**config.mk**
```make
export PLATFORM = sky130hd
export DESIGN_NAME = paf_top
export DESIGN_NICKNAME = d
export VERILOG_FILES = /design/src/paf_pkg.sv /design/src/paf_mux_if.sv /design/src/paf_pin_mux.sv /design/src/paf_top.sv
export SDC_FILE = /design/constraint.sdc
export NUM_CORES = 1
export LEC_CHECK = 0
export ABC_CLOCK_PERIOD_IN_PS = 3500
export BUFFER_PORTS_ARGS = -buffer_cell sky130_fd_sc_hd__buf_2
export CAP_MARGIN = 20
export CORE_ASPECT_RATIO = 0.6
export CORE_MARGIN = 4
export CORE_UTILIZATION = 50
export DETAILED_ROUTE_END_ITERATION = 6
export GPL_TIMING_DRIVEN = 1
export PLACE_DENSITY = 0.85
export SYNTH_ARGS = -nofsm -noshare
export SYNTH_HDL_FRONTEND = slang
export SYNTH_SLANG_ARGS = --single-unit
```
**constraint.sdc**
```tcl
create_clock -name core_clk -period 3.5 [get_ports core_clk]
set_clock_uncertainty 0.05 [all_clocks]
set_input_delay 0.7 -clock core_clk [delete_from_list [all_inputs] [get_ports core_clk]]
set_output_delay 0.7 -clock core_clk [all_outputs]
set_load 0.01 [all_outputs]
```
**src/paf_pkg.sv**
```systemverilog
`default_nettype none
package paf_pkg;
   // ****************************************
   // register map
   // ****************************************
   localparam logic [7:0] FSEL_OFFSET = 8'h00;
   localparam logic [7:0] DIR_OFFSET = 8'h04;
   localparam logic [7:0] DATA_OFFSET = 8'h08;
   localparam logic [7:0] STATUS_OFFSET = 8'h0c;
   localparam int ADDR_W = 8;

   localparam logic [15:0] FSEL_RESET = 16'h0000;
   localparam logic [15:0] FSEL_WR_MASK = 16'h7777;
   localparam logic [15:0] FSEL_RSVD_MASK = 16'h8888;
   localparam logic [3:0] DIR_RESET = 4'h0;
   localparam logic [3:0] DATA_RESET = 4'h0;

   // ****************************************
   // field layout
   // ****************************************
   localparam int FIELD_STRIDE = 4;
   localparam int PIN8_IDX = 0;
   localparam int PIN9_IDX = 1;
   localparam int PIN10_IDX = 2;
   localparam int PIN11_IDX = 3;
   localparam int STATUS_EMU_BIT = 0;
   localparam int STATUS_REDUCED_BIT = 1;

   // ****************************************
   // mode codes
   // ****************************************
   localparam logic [2:0] MODE_GPIO = 3'h0;
   localparam logic [2:0] MODE_TCLK = 3'h1;
   localparam logic [2:0] MODE_ADTRIG = 3'h2;
   localparam logic [2:0] MODE_SERIAL = 3'h6;
   localparam logic [2:0] MODE_OE_REQ = 3'h7;

   // ****************************************
   // bus answers and idle levels
   // ****************************************
   localparam logic [1:0] RESP_OKAY = 2'h0;
   localparam logic [1:0] RESP_SLVERR = 2'h2;
   localparam logic SERIAL_RX_IDLE = 1'h1;
   localparam logic PERIPH_IN_IDLE = 1'h0;

   // ****************************************
   // helpers
   // ****************************************
   function automatic logic [2:0] mode_of(input logic [15:0] fsel,
                                          input int pin);
      mode_of = fsel[pin*FIELD_STRIDE +: 3];
   endfunction

   function automatic logic [15:0] strobe16(input logic [15:0] old,
                                            input logic [31:0] data,
                                            input logic [3:0] strb,
                                            input logic [15:0] mask);
      logic [15:0] v;
      v = old;
      if (strb[0]) begin
         v[7:0] = data[7:0];
      end
      if (strb[1]) begin
         v[15:8] = data[15:8];
      end
      strobe16 = v & mask;
   endfunction
endpackage
`default_nettype wire

```
**src/paf_mux_if.sv**
```systemverilog
`default_nettype none
interface paf_mux_if;
   logic [15:0] fsel;
   logic [3:0] dir;
   logic [3:0] dout;
   logic emu_active;
   logic [3:0] pin_in;
   logic serial0_tx;
   logic serial2_tx;
   logic tdo;
   logic [3:0] pin_out;
   logic [3:0] pin_oe_n;
   logic serial0_rx;
   logic serial2_rx;
   logic adc_trig;
   logic tclk_c;
   logic tclk_d;
   logic oe_req8;
   logic tdi;

   modport ctrl (
      output fsel, dir, dout, emu_active, pin_in, serial0_tx, serial2_tx,
         tdo,
      input pin_out, pin_oe_n, serial0_rx, serial2_rx, adc_trig, tclk_c,
         tclk_d, oe_req8, tdi
   );
   modport mux (
      input fsel, dir, dout, emu_active, pin_in, serial0_tx, serial2_tx,
         tdo,
      output pin_out, pin_oe_n, serial0_rx, serial2_rx, adc_trig, tclk_c,
         tclk_d, oe_req8, tdi
   );
endinterface
`default_nettype wire

```
**src/paf_pin_mux.sv**
```systemverilog
`default_nettype none
module paf_pin_mux (
   paf_mux_if.mux m
);
   logic [2:0] md8;
   logic [2:0] md9;
   logic [2:0] md10;
   logic [2:0] md11;

   // ****************************************
   // pin routing
   // ****************************************
   always_comb begin
      md8 = paf_pkg::mode_of(m.fsel, paf_pkg::PIN8_IDX);
      md9 = paf_pkg::mode_of(m.fsel, paf_pkg::PIN9_IDX);
      md10 = paf_pkg::mode_of(m.fsel, paf_pkg::PIN10_IDX);
      md11 = paf_pkg::mode_of(m.fsel, paf_pkg::PIN11_IDX);
      m.pin_out = m.dout;
      m.pin_oe_n = 4'hf;
      m.serial0_rx = paf_pkg::SERIAL_RX_IDLE;
      m.serial2_rx = paf_pkg::SERIAL_RX_IDLE;
      m.adc_trig = paf_pkg::PERIPH_IN_IDLE;
      m.tclk_c = paf_pkg::PERIPH_IN_IDLE;
      m.tclk_d = paf_pkg::PERIPH_IN_IDLE;
      m.oe_req8 = paf_pkg::PERIPH_IN_IDLE;
      m.tdi = paf_pkg::PERIPH_IN_IDLE;
      // pin 11
      case (md11)
         paf_pkg::MODE_GPIO: m.pin_oe_n[3] = ~m.dir[3];
         paf_pkg::MODE_ADTRIG: m.adc_trig = m.pin_in[3];
         paf_pkg::MODE_SERIAL: begin
            m.pin_out[3] = m.serial0_tx;
            m.pin_oe_n[3] = 1'b0;
         end
         default: m.pin_oe_n[3] = 1'b1;
      endcase
      // pin 10
      case (md10)
         paf_pkg::MODE_GPIO: m.pin_oe_n[2] = ~m.dir[2];
         paf_pkg::MODE_SERIAL: m.serial0_rx = m.pin_in[2];
         default: m.pin_oe_n[2] = 1'b1;
      endcase
      // pin 9
      if (m.emu_active) begin
         m.pin_out[1] = m.tdo;
         m.pin_oe_n[1] = 1'b0;
      end else begin
         case (md9)
            paf_pkg::MODE_GPIO: m.pin_oe_n[1] = ~m.dir[1];
            paf_pkg::MODE_TCLK: m.tclk_d = m.pin_in[1];
            paf_pkg::MODE_SERIAL: begin
               m.pin_out[1] = m.serial2_tx;
               m.pin_oe_n[1] = 1'b0;
            end
            paf_pkg::MODE_OE_REQ: m.oe_req8 = m.pin_in[1];
            default: m.pin_oe_n[1] = 1'b1;
         endcase
      end
      // pin 8
      if (m.emu_active) begin
         m.tdi = m.pin_in[0];
         m.pin_oe_n[0] = 1'b1;
      end else begin
         case (md8)
            paf_pkg::MODE_GPIO: m.pin_oe_n[0] = ~m.dir[0];
            paf_pkg::MODE_TCLK: m.tclk_c = m.pin_in[0];
            paf_pkg::MODE_SERIAL: m.serial2_rx = m.pin_in[0];
            default: m.pin_oe_n[0] = 1'b1;
         endcase
      end
   end
endmodule
`default_nettype wire

```
**src/paf_top.sv**
```systemverilog
// Overview of operation
// - reserved bits 15, 11, 7, 3 read zero
// - pin 11: gpio, A/D trigger, serial0 transmit
// - pin 10: gpio or serial0 receive
// - pin 9: gpio, timer D, serial2 tx, enable request
// - pin 8: gpio, timer C, serial2 receive
// - emulator attached forces pin 9 test output
// - emulator attached forces pin 8 test input
// - no emulator override on reduced-memory variants
// - gpio direction from direction register bit
//
// Implementation choices: the AXI4-Lite register port and the placing of the registers.
`default_nettype none
module paf_top #(
   parameter bit REDUCED_MEMORY = 1'b0
) (
   input wire logic core_clk,
   input wire logic rst_n,
   input wire logic [7:0] s_axi_awaddr,
   input wire logic s_axi_awvalid,
   output logic s_axi_awready,
   input wire logic [31:0] s_axi_wdata,
   input wire logic [3:0] s_axi_wstrb,
   input wire logic s_axi_wvalid,
   output logic s_axi_wready,
   output logic [1:0] s_axi_bresp,
   output logic s_axi_bvalid,
   input wire logic s_axi_bready,
   input wire logic [7:0] s_axi_araddr,
   input wire logic s_axi_arvalid,
   output logic s_axi_arready,
   output logic [31:0] s_axi_rdata,
   output logic [1:0] s_axi_rresp,
   output logic s_axi_rvalid,
   input wire logic s_axi_rready,
   input wire logic emulator_mode_pin_n,
   input wire logic [3:0] port_pin_in,
   output logic [3:0] port_pin_out,
   output logic [3:0] port_pin_oe_n,
   input wire logic serial0_transmit,
   input wire logic serial2_transmit,
   input wire logic test_data_out,
   output logic serial0_receive,
   output logic serial2_receive,
   output logic adc_external_trigger,
   output logic timer_ext_clock_c,
   output logic timer_ext_clock_d,
   output logic output_enable_request_8,
   output logic test_data_in
);
   // ****************************************
   // state
   // ****************************************
   typedef struct packed {
      logic awready;
      logic aw_have;
      logic [7:0] awaddr;
      logic wready;
      logic w_have;
      logic [31:0] wdata;
      logic [3:0] wstrb;
      logic bvalid;
      logic [1:0] bresp;
      logic arready;
      logic rvalid;
      logic [31:0] rdata;
      logic [1:0] rresp;
      logic [15:0] fsel;
      logic [3:0] dir;
      logic [3:0] dout;
      logic emu;
      logic [3:0] pin_out;
      logic [3:0] pin_oe_n;
      logic serial0_rx;
      logic serial2_rx;
      logic adc_trig;
      logic tclk_c;
      logic tclk_d;
      logic oe_req8;
      logic tdi;
   } paf_state_t;

   localparam paf_state_t ST_RESET = '{
      awready: 1'b0, aw_have: 1'b0, awaddr: 8'h00, wready: 1'b0,
      w_have: 1'b0, wdata: 32'h0000_0000, wstrb: 4'h0, bvalid: 1'b0,
      bresp: paf_pkg::RESP_OKAY, arready: 1'b0, rvalid: 1'b0,
      rdata: 32'h0000_0000, rresp: paf_pkg::RESP_OKAY,
      fsel: paf_pkg::FSEL_RESET, dir: paf_pkg::DIR_RESET,
      dout: paf_pkg::DATA_RESET, emu: 1'b0, pin_out: 4'h0,
      pin_oe_n: 4'hf, serial0_rx: paf_pkg::SERIAL_RX_IDLE,
      serial2_rx: paf_pkg::SERIAL_RX_IDLE,
      adc_trig: paf_pkg::PERIPH_IN_IDLE, tclk_c: paf_pkg::PERIPH_IN_IDLE,
      tclk_d: paf_pkg::PERIPH_IN_IDLE, oe_req8: paf_pkg::PERIPH_IN_IDLE,
      tdi: paf_pkg::PERIPH_IN_IDLE
   };

   paf_state_t st_reg;
   paf_state_t st_next;
   logic emu_active;
   paf_mux_if mux_bus ();

   // ****************************************
   // pin mux
   // ****************************************
   assign emu_active = !REDUCED_MEMORY && !emulator_mode_pin_n;
   assign mux_bus.fsel = st_reg.fsel;
   assign mux_bus.dir = st_reg.dir;
   assign mux_bus.dout = st_reg.dout;
   assign mux_bus.emu_active = emu_active;
   assign mux_bus.pin_in = port_pin_in;
   assign mux_bus.serial0_tx = serial0_transmit;
   assign mux_bus.serial2_tx = serial2_transmit;
   assign mux_bus.tdo = test_data_out;

   paf_pin_mux u_mux (
      .m(mux_bus.mux)
   );

   // ****************************************
   // next state
   // ****************************************
   always_comb begin
      st_next = st_reg;
      st_next.emu = emu_active;
      st_next.pin_out = mux_bus.pin_out;
      st_next.pin_oe_n = mux_bus.pin_oe_n;
      st_next.serial0_rx = mux_bus.serial0_rx;
      st_next.serial2_rx = mux_bus.serial2_rx;
      st_next.adc_trig = mux_bus.adc_trig;
      st_next.tclk_c = mux_bus.tclk_c;
      st_next.tclk_d = mux_bus.tclk_d;
      st_next.oe_req8 = mux_bus.oe_req8;
      st_next.tdi = mux_bus.tdi;
      // write channel
      if (s_axi_awvalid && st_reg.awready) begin
         st_next.aw_have = 1'b1;
         st_next.awaddr = s_axi_awaddr;
      end
      if (s_axi_wvalid && st_reg.wready) begin
         st_next.w_have = 1'b1;
         st_next.wdata = s_axi_wdata;
         st_next.wstrb = s_axi_wstrb;
      end
      if (st_reg.bvalid && s_axi_bready) begin
         st_next.bvalid = 1'b0;
      end
      if (st_reg.aw_have && st_reg.w_have && !st_reg.bvalid) begin
         st_next.aw_have = 1'b0;
         st_next.w_have = 1'b0;
         st_next.bvalid = 1'b1;
         st_next.bresp = paf_pkg::RESP_OKAY;
         case (st_reg.awaddr)
            paf_pkg::FSEL_OFFSET: st_next.fsel = paf_pkg::strobe16(
               st_reg.fsel, st_reg.wdata, st_reg.wstrb,
               paf_pkg::FSEL_WR_MASK);
            paf_pkg::DIR_OFFSET: begin
               if (st_reg.wstrb[0]) begin
                  st_next.dir = st_reg.wdata[3:0];
               end
            end
            paf_pkg::DATA_OFFSET: begin
               if (st_reg.wstrb[0]) begin
                  st_next.dout = st_reg.wdata[3:0];
               end
            end
            paf_pkg::STATUS_OFFSET: st_next.bresp = paf_pkg::RESP_OKAY;
            default: st_next.bresp = paf_pkg::RESP_SLVERR;
         endcase
      end
      st_next.awready = !st_next.aw_have && !st_next.bvalid;
      st_next.wready = !st_next.w_have && !st_next.bvalid;
      // read channel
      if (st_reg.rvalid && s_axi_rready) begin
         st_next.rvalid = 1'b0;
      end
      if (s_axi_arvalid && st_reg.arready) begin
         st_next.rvalid = 1'b1;
         st_next.rresp = paf_pkg::RESP_OKAY;
         st_next.rdata = 32'h0000_0000;
         case (s_axi_araddr)
            paf_pkg::FSEL_OFFSET: st_next.rdata[15:0] =
               st_reg.fsel & paf_pkg::FSEL_WR_MASK;
            paf_pkg::DIR_OFFSET: st_next.rdata[3:0] = st_reg.dir;
            paf_pkg::DATA_OFFSET: st_next.rdata[3:0] = port_pin_in;
            paf_pkg::STATUS_OFFSET: begin
               st_next.rdata[paf_pkg::STATUS_EMU_BIT] = st_reg.emu;
               st_next.rdata[paf_pkg::STATUS_REDUCED_BIT] = REDUCED_MEMORY;
            end
            default: st_next.rresp = paf_pkg::RESP_SLVERR;
         endcase
      end
      st_next.arready = !st_next.rvalid;
   end

   always_ff @(posedge core_clk or negedge rst_n) begin
      if (!rst_n) begin
         st_reg <= ST_RESET;
      end else begin
         st_reg <= st_next;
      end
   end

   // ****************************************
   // outputs
   // ****************************************
   assign s_axi_awready = st_reg.awready;
   assign s_axi_wready = st_reg.wready;
   assign s_axi_bvalid = st_reg.bvalid;
   assign s_axi_bresp = st_reg.bresp;
   assign s_axi_arready = st_reg.arready;
   assign s_axi_rvalid = st_reg.rvalid;
   assign s_axi_rdata = st_reg.rdata;
   assign s_axi_rresp = st_reg.rresp;
   assign port_pin_out = st_reg.pin_out;
   assign port_pin_oe_n = st_reg.pin_oe_n;
   assign serial0_receive = st_reg.serial0_rx;
   assign serial2_receive = st_reg.serial2_rx;
   assign adc_external_trigger = st_reg.adc_trig;
   assign timer_ext_clock_c = st_reg.tclk_c;
   assign timer_ext_clock_d = st_reg.tclk_d;
   assign output_enable_request_8 = st_reg.oe_req8;
   assign test_data_in = st_reg.tdi;

   logic [2:0] md8;
   logic [2:0] md9;
   logic [2:0] md10;
   logic [2:0] md11;
   assign md8 = paf_pkg::mode_of(st_reg.fsel, paf_pkg::PIN8_IDX);
   assign md9 = paf_pkg::mode_of(st_reg.fsel, paf_pkg::PIN9_IDX);
   assign md10 = paf_pkg::mode_of(st_reg.fsel, paf_pkg::PIN10_IDX);
   assign md11 = paf_pkg::mode_of(st_reg.fsel, paf_pkg::PIN11_IDX);
endmodule
`default_nettype wire

```
* Yosys cells after proc, flatten, opt, wreduce, memory -nomap -nowiden
Cells that the tools add are included.
** Operators by class
- Equality and inequality tests :: 14
- Muxes and demuxes :: 33
- Bitwise operators :: 4
- Reduce and logical (&&, ||, !) cells :: 27
** Operator list (number)
- 37-bit two-way mux :: 1
- 35-bit two-way mux :: 1
- 8-bit by 4-bit == test with 1-bit output (second input constant) :: 4
- 1-bit two-way mux :: 22
- 8-bit by 3-bit == test with 1-bit output (second input constant) :: 2
- 8-bit logical NOT :: 2
- 3-bit == test (second input constant) :: 5
- 3-bit logical NOT :: 4
- 3-bit AND reduction :: 4
- 11-bit two-way mux :: 1
- 1-bit logical AND :: 9
- 9-bit two-way mux :: 1
- 2-bit case mux with 4 select lines :: 1
- 4-bit OR reduction :: 2
- 3-bit by 1-bit == test with 1-bit output (second input constant) :: 2
- 1-bit logical NOT :: 6
- 2-bit case mux with 3 select lines :: 1
- 2-bit two-way mux :: 2
- 1-bit NOT :: 4
- 1-bit case mux with 2 select lines :: 2
- 3-bit by 2-bit == test with 1-bit output (second input constant) :: 1
- 3-bit two-way mux :: 1
** Storage, ports and cells
- Register bits :: 107
- Output and inout port bits :: 56

* Logic depth before layout (Yosys ltp)
- Word-level depth :: 6
- Mapped depth :: 4
- Mapped depth without buffers :: 3

* Cells and area by module
From an unflattened synthesis, not the netlist that was laid out.
** Second synthesis, totals
- Cell total of the unflattened synthesis :: 263
- Area, all modules :: 3543.4 um2
** By module, submodules not included
- paf_top :: instances 1, cells each 233, area an instance 3355.7 um2, seq. area each 2034.5 um2
- paf_pin_mux :: instances 1, cells each 30, area an instance 187.7 um2, seq. area each 0.0 um2

* Worst setup path after synthesis
OpenSTA, ideal clock, no wires.
- Path kind :: input to register
- Start :: input port s_axi_araddr[5]
- End :: register st_reg, in the netlist s_axi_rdata[10]
- Library setup time :: 0.083 ns
- Arrival time :: 1.918 ns
- Setup slack :: 1.449 ns
- Cell stages on the path :: 4
- Buffers on the path :: 1
- Path through :: or4_4 -> or4_1 -> clkbuf_1 -> o21ai_0
** On the way
- Cells in the longest elaborated chain, start to end :: 2
** Ends and longest elaborated chain
- from (decl) :: line paf_top.sv:29 : input wire logic [7:0] s_axi_araddr,
- 8-bit logical NOT :: line paf_top.sv:180 : case (s_axi_araddr)
- 11-bit two-way mux :: line paf_top.sv:180
- to (signal assigned) :: line paf_top.sv:199 : st_reg <= st_next;
- to (decl) :: line paf_top.sv:97 : paf_state_t st_reg;
No other way between the ends.
A chain may end at the register's enable or synchronous reset.

* Final worst setup path
- Start :: register st_reg[118] (netlist bit)
- End :: register st_reg, in the netlist mux_bus.fsel[0]
** On the way
- Cells in the longest elaborated chain, start to end :: 2
** Ends and longest elaborated chain
- 8-bit logical NOT :: line paf_top.sv:152 : case (st_reg.awaddr)
- 3-bit AND reduction (no source line)
No other way between the ends.

==> impl_metrics.yaml <==
run_status:
  outcome: "finished, final reports clean"
floorplanning:
  die_w_um: 117
  initial_core_util_pct: 52.3
  rows: 23
  coreArea_mm2: 0.00679
  io_pins: 123
  die_h_um: 73.3
  die-area_mm2: 0.00856
clock_network:
  cts.htree.levels: 3
  cts_tree: "done"
  path_clk_slew_ns: 0.06
  cts.sinks: 81
  cts_setup_buffers: 0
  ctsHoldBuffers: 0
  postCtsResizedCells: 0
  clk_latency_ns: 0.33
  clockBufferDepth: 2
  root_buffer: "clkbuf_16"
  cts_buffers: 9
layout:
  area_delta_synth_final_pct: 14.9
  drive_gt1_share_pct: 45.1
  largest_reg_flops: 26
  num-nets-final: 410
  layoutNonFillerInstCount: 435
  antenna_cells: 0
critical_path:
  worst_setup_path_start_kind: "flop"
  cp.arrival_ns: 2.19
  cpMaxStageDelayCell: "or4_4"
  crit_family: "simple AND/OR/NAND/NOR gates"
  worstPathCellList: "or4_4, nor4_4, mux2_2"
  cp_max_fo: 6
  crit_type: "reg -> reg"
  critPathRequiredTime_ns: 3.66
  crit_buf_inv: 0
  endpoint_kind: "flop"
  slowest_delay_ns: 0.60
yosys:
  synth_cell_types: 38
  yosys.area.top_type: "dfrtp_1"
  synth_edf_count: 0
  async_flop_share_pct: 100
  ys_top_cells_by_area: "dfrtp_1 53%, mux2_2 14%, buf_4 9.3%"
  ys_seq_area_share_pct: 57.3
  syn_area_mm2: 0.00355
  synthTopCellsByCount: "75 x dfrtp_1, 44 x buf_4, 44 x mux2_2, 25 x nand2_1, 12 x nor2_1"
  syn_avg_cell_area_um2: 12.6
  ys_ff_latch: 81
  netlist.area_leader.share_pct: 52.8
  synthCells: 283
  ys.flop_type: "dfrtp_1"
  yosysWarnings: 0
  synth_most_common_cell: "dfrtp_1"
pwr:
  finalPower_uw: 2740
  vdd_drop_max_uv: 305
  p_seq_share_pct: 48.1
  clkPwrFrac_pct: 33.7
  p_int_uw: 1980
  switching_share_pct: 27.5
  cellPowerDensity_mw_per_mm2: 671
  p_switching_uw: 753
  comb_power_share_pct: 18.2
  leakage_uw: 0.00199
sta:
  finalHoldViolations: 0
  period_share_pct: 58.1
  fmax_mhz: 492
  post-route-min-period_ns: 2.03
  slew_headroom_pct: 34.6
  layout_setup_ws_ns: 1.47
  finalSetupViolCount: 0
  rsz0062_at_grt: "false"
  worst_pin_slew_ns: 0.982
  tns_ns: 0
  slew_viol_final: 0
placed_design:
  hpwl_mm: 5.06
  place.gp.congestion: 0.801
  pre_cts_ws_ns: 1.21
  numPortBuffers: 80
  place_inst: 419
drt:
  postRouteAntennaNets: 0
  first_pass_iters: 4
  routed_via_density: 5.11
  num_vias: 2224
  drtIter0Drc: 165
  drt_wl_total_mm: 6.98
  wire_per_inst_um: 16.0
  drcViolationCount: 0
global_routing:
  grt_pass1_wl_mm: 11.0
  grt_max_degree: 82
  antenna_found_initial: 0
  grtUsageTotal_pct: 16.9
  grt_pass1_vias: 2169
  gr-total-overflow: 0
run:
  drv_cap: 0
worst_hold_path:
  hp-class: "reg -> reg"
==> layout by cell type, fill, tap and decap left out, types with 6 or more instances in the layout <==
cell and n:
buf_2 79, nand2_1 25, mux2_2 44, dfstp_2 6, conb_1 21, clkbuf_16 9
nor2_1 12, dfrtp_1 75, o21ai_0 11
==> final timing paths <==
path / start / endpoint / slack (ns) / depth (start not counted)
min in group asynchronous: rst_n / s_axi_rdata[9] / 0.48 / 1
max: st_reg[118] / mux_bus.fsel[0] / 1.47 / 3
min: mux_bus.dout[2] / port_pin_out[2] / 0.33 / 0
max in group asynchronous: rst_n / test_data_in / 2.29 / 1
max reg2reg: st_reg[118] / mux_bus.fsel[0] / 1.47 / 3
min reg2reg: mux_bus.dout[2] / port_pin_out[2] / 0.33 / 0
==> power by group through the flow <==
stage / sequential (µW) / clock [µW] / combinational, µW
3_5_place_dp: 1330 / 0 / 504
2_1_floorplan: 1280 / 0 / 404
5_1_grt: 1350 / 981 / 552
6_report: 1320 / 922 / 498
4_1_cts: 1320 / 937 / 506
3_3_place_gp: 1310 / 0 / 484
==> cell families (layout without fill, tap and decap cells) <==
family / Yosys count / count (layout) / synth area share [%]
DFF: 81 / 81 / 57.3
and+or+nand+nor: 74 / 74 / 12.7
buffers and inverters: 54 / 99 / 10.4
muxes: 48 / 48 / 15.1
AOI/OAI and AO/OA: 25 / 25 / 4.51
other: 1 / 21 / 0.106
==> layout make-up <==
type | count | area, µm²
clock buffers | 11 | 243
well taps | 87 | 109
flip-flops and latches | 81 | 2030
inverters | 3 | 11.3
clock inverters | 5 | 55.1
repair buffers | 80 | 403
fillers | 547 | 2710
multi-input cells | 168 | 1220
==> metal layers <==
layer	vias to the layer above	part of all wire [%]	global-route usage (%)
li1	1037	-	-
met1	1096	48	24.3
met2	82	44	25.0
met3	9	7.2	4.86
met4	0	1.2	5.60
met5	-	0	0
==> through the flow <==
step | hold WS, ns | area (µm²) | util [%]
2_1_floorplan | 0.300 | 3630 | -
3_3_place_gp | 0.313 | 3780 | 55.7
3_5_place_dp | 0.319 | 3780 | 55.7
4_1_cts | 0.336 | 4080 | 60.1
5_1_grt | 0.351 | 4080 | 60.1
6_report | 0.330 | 4080 | 60.1
(Power assumes the default switching activity.)
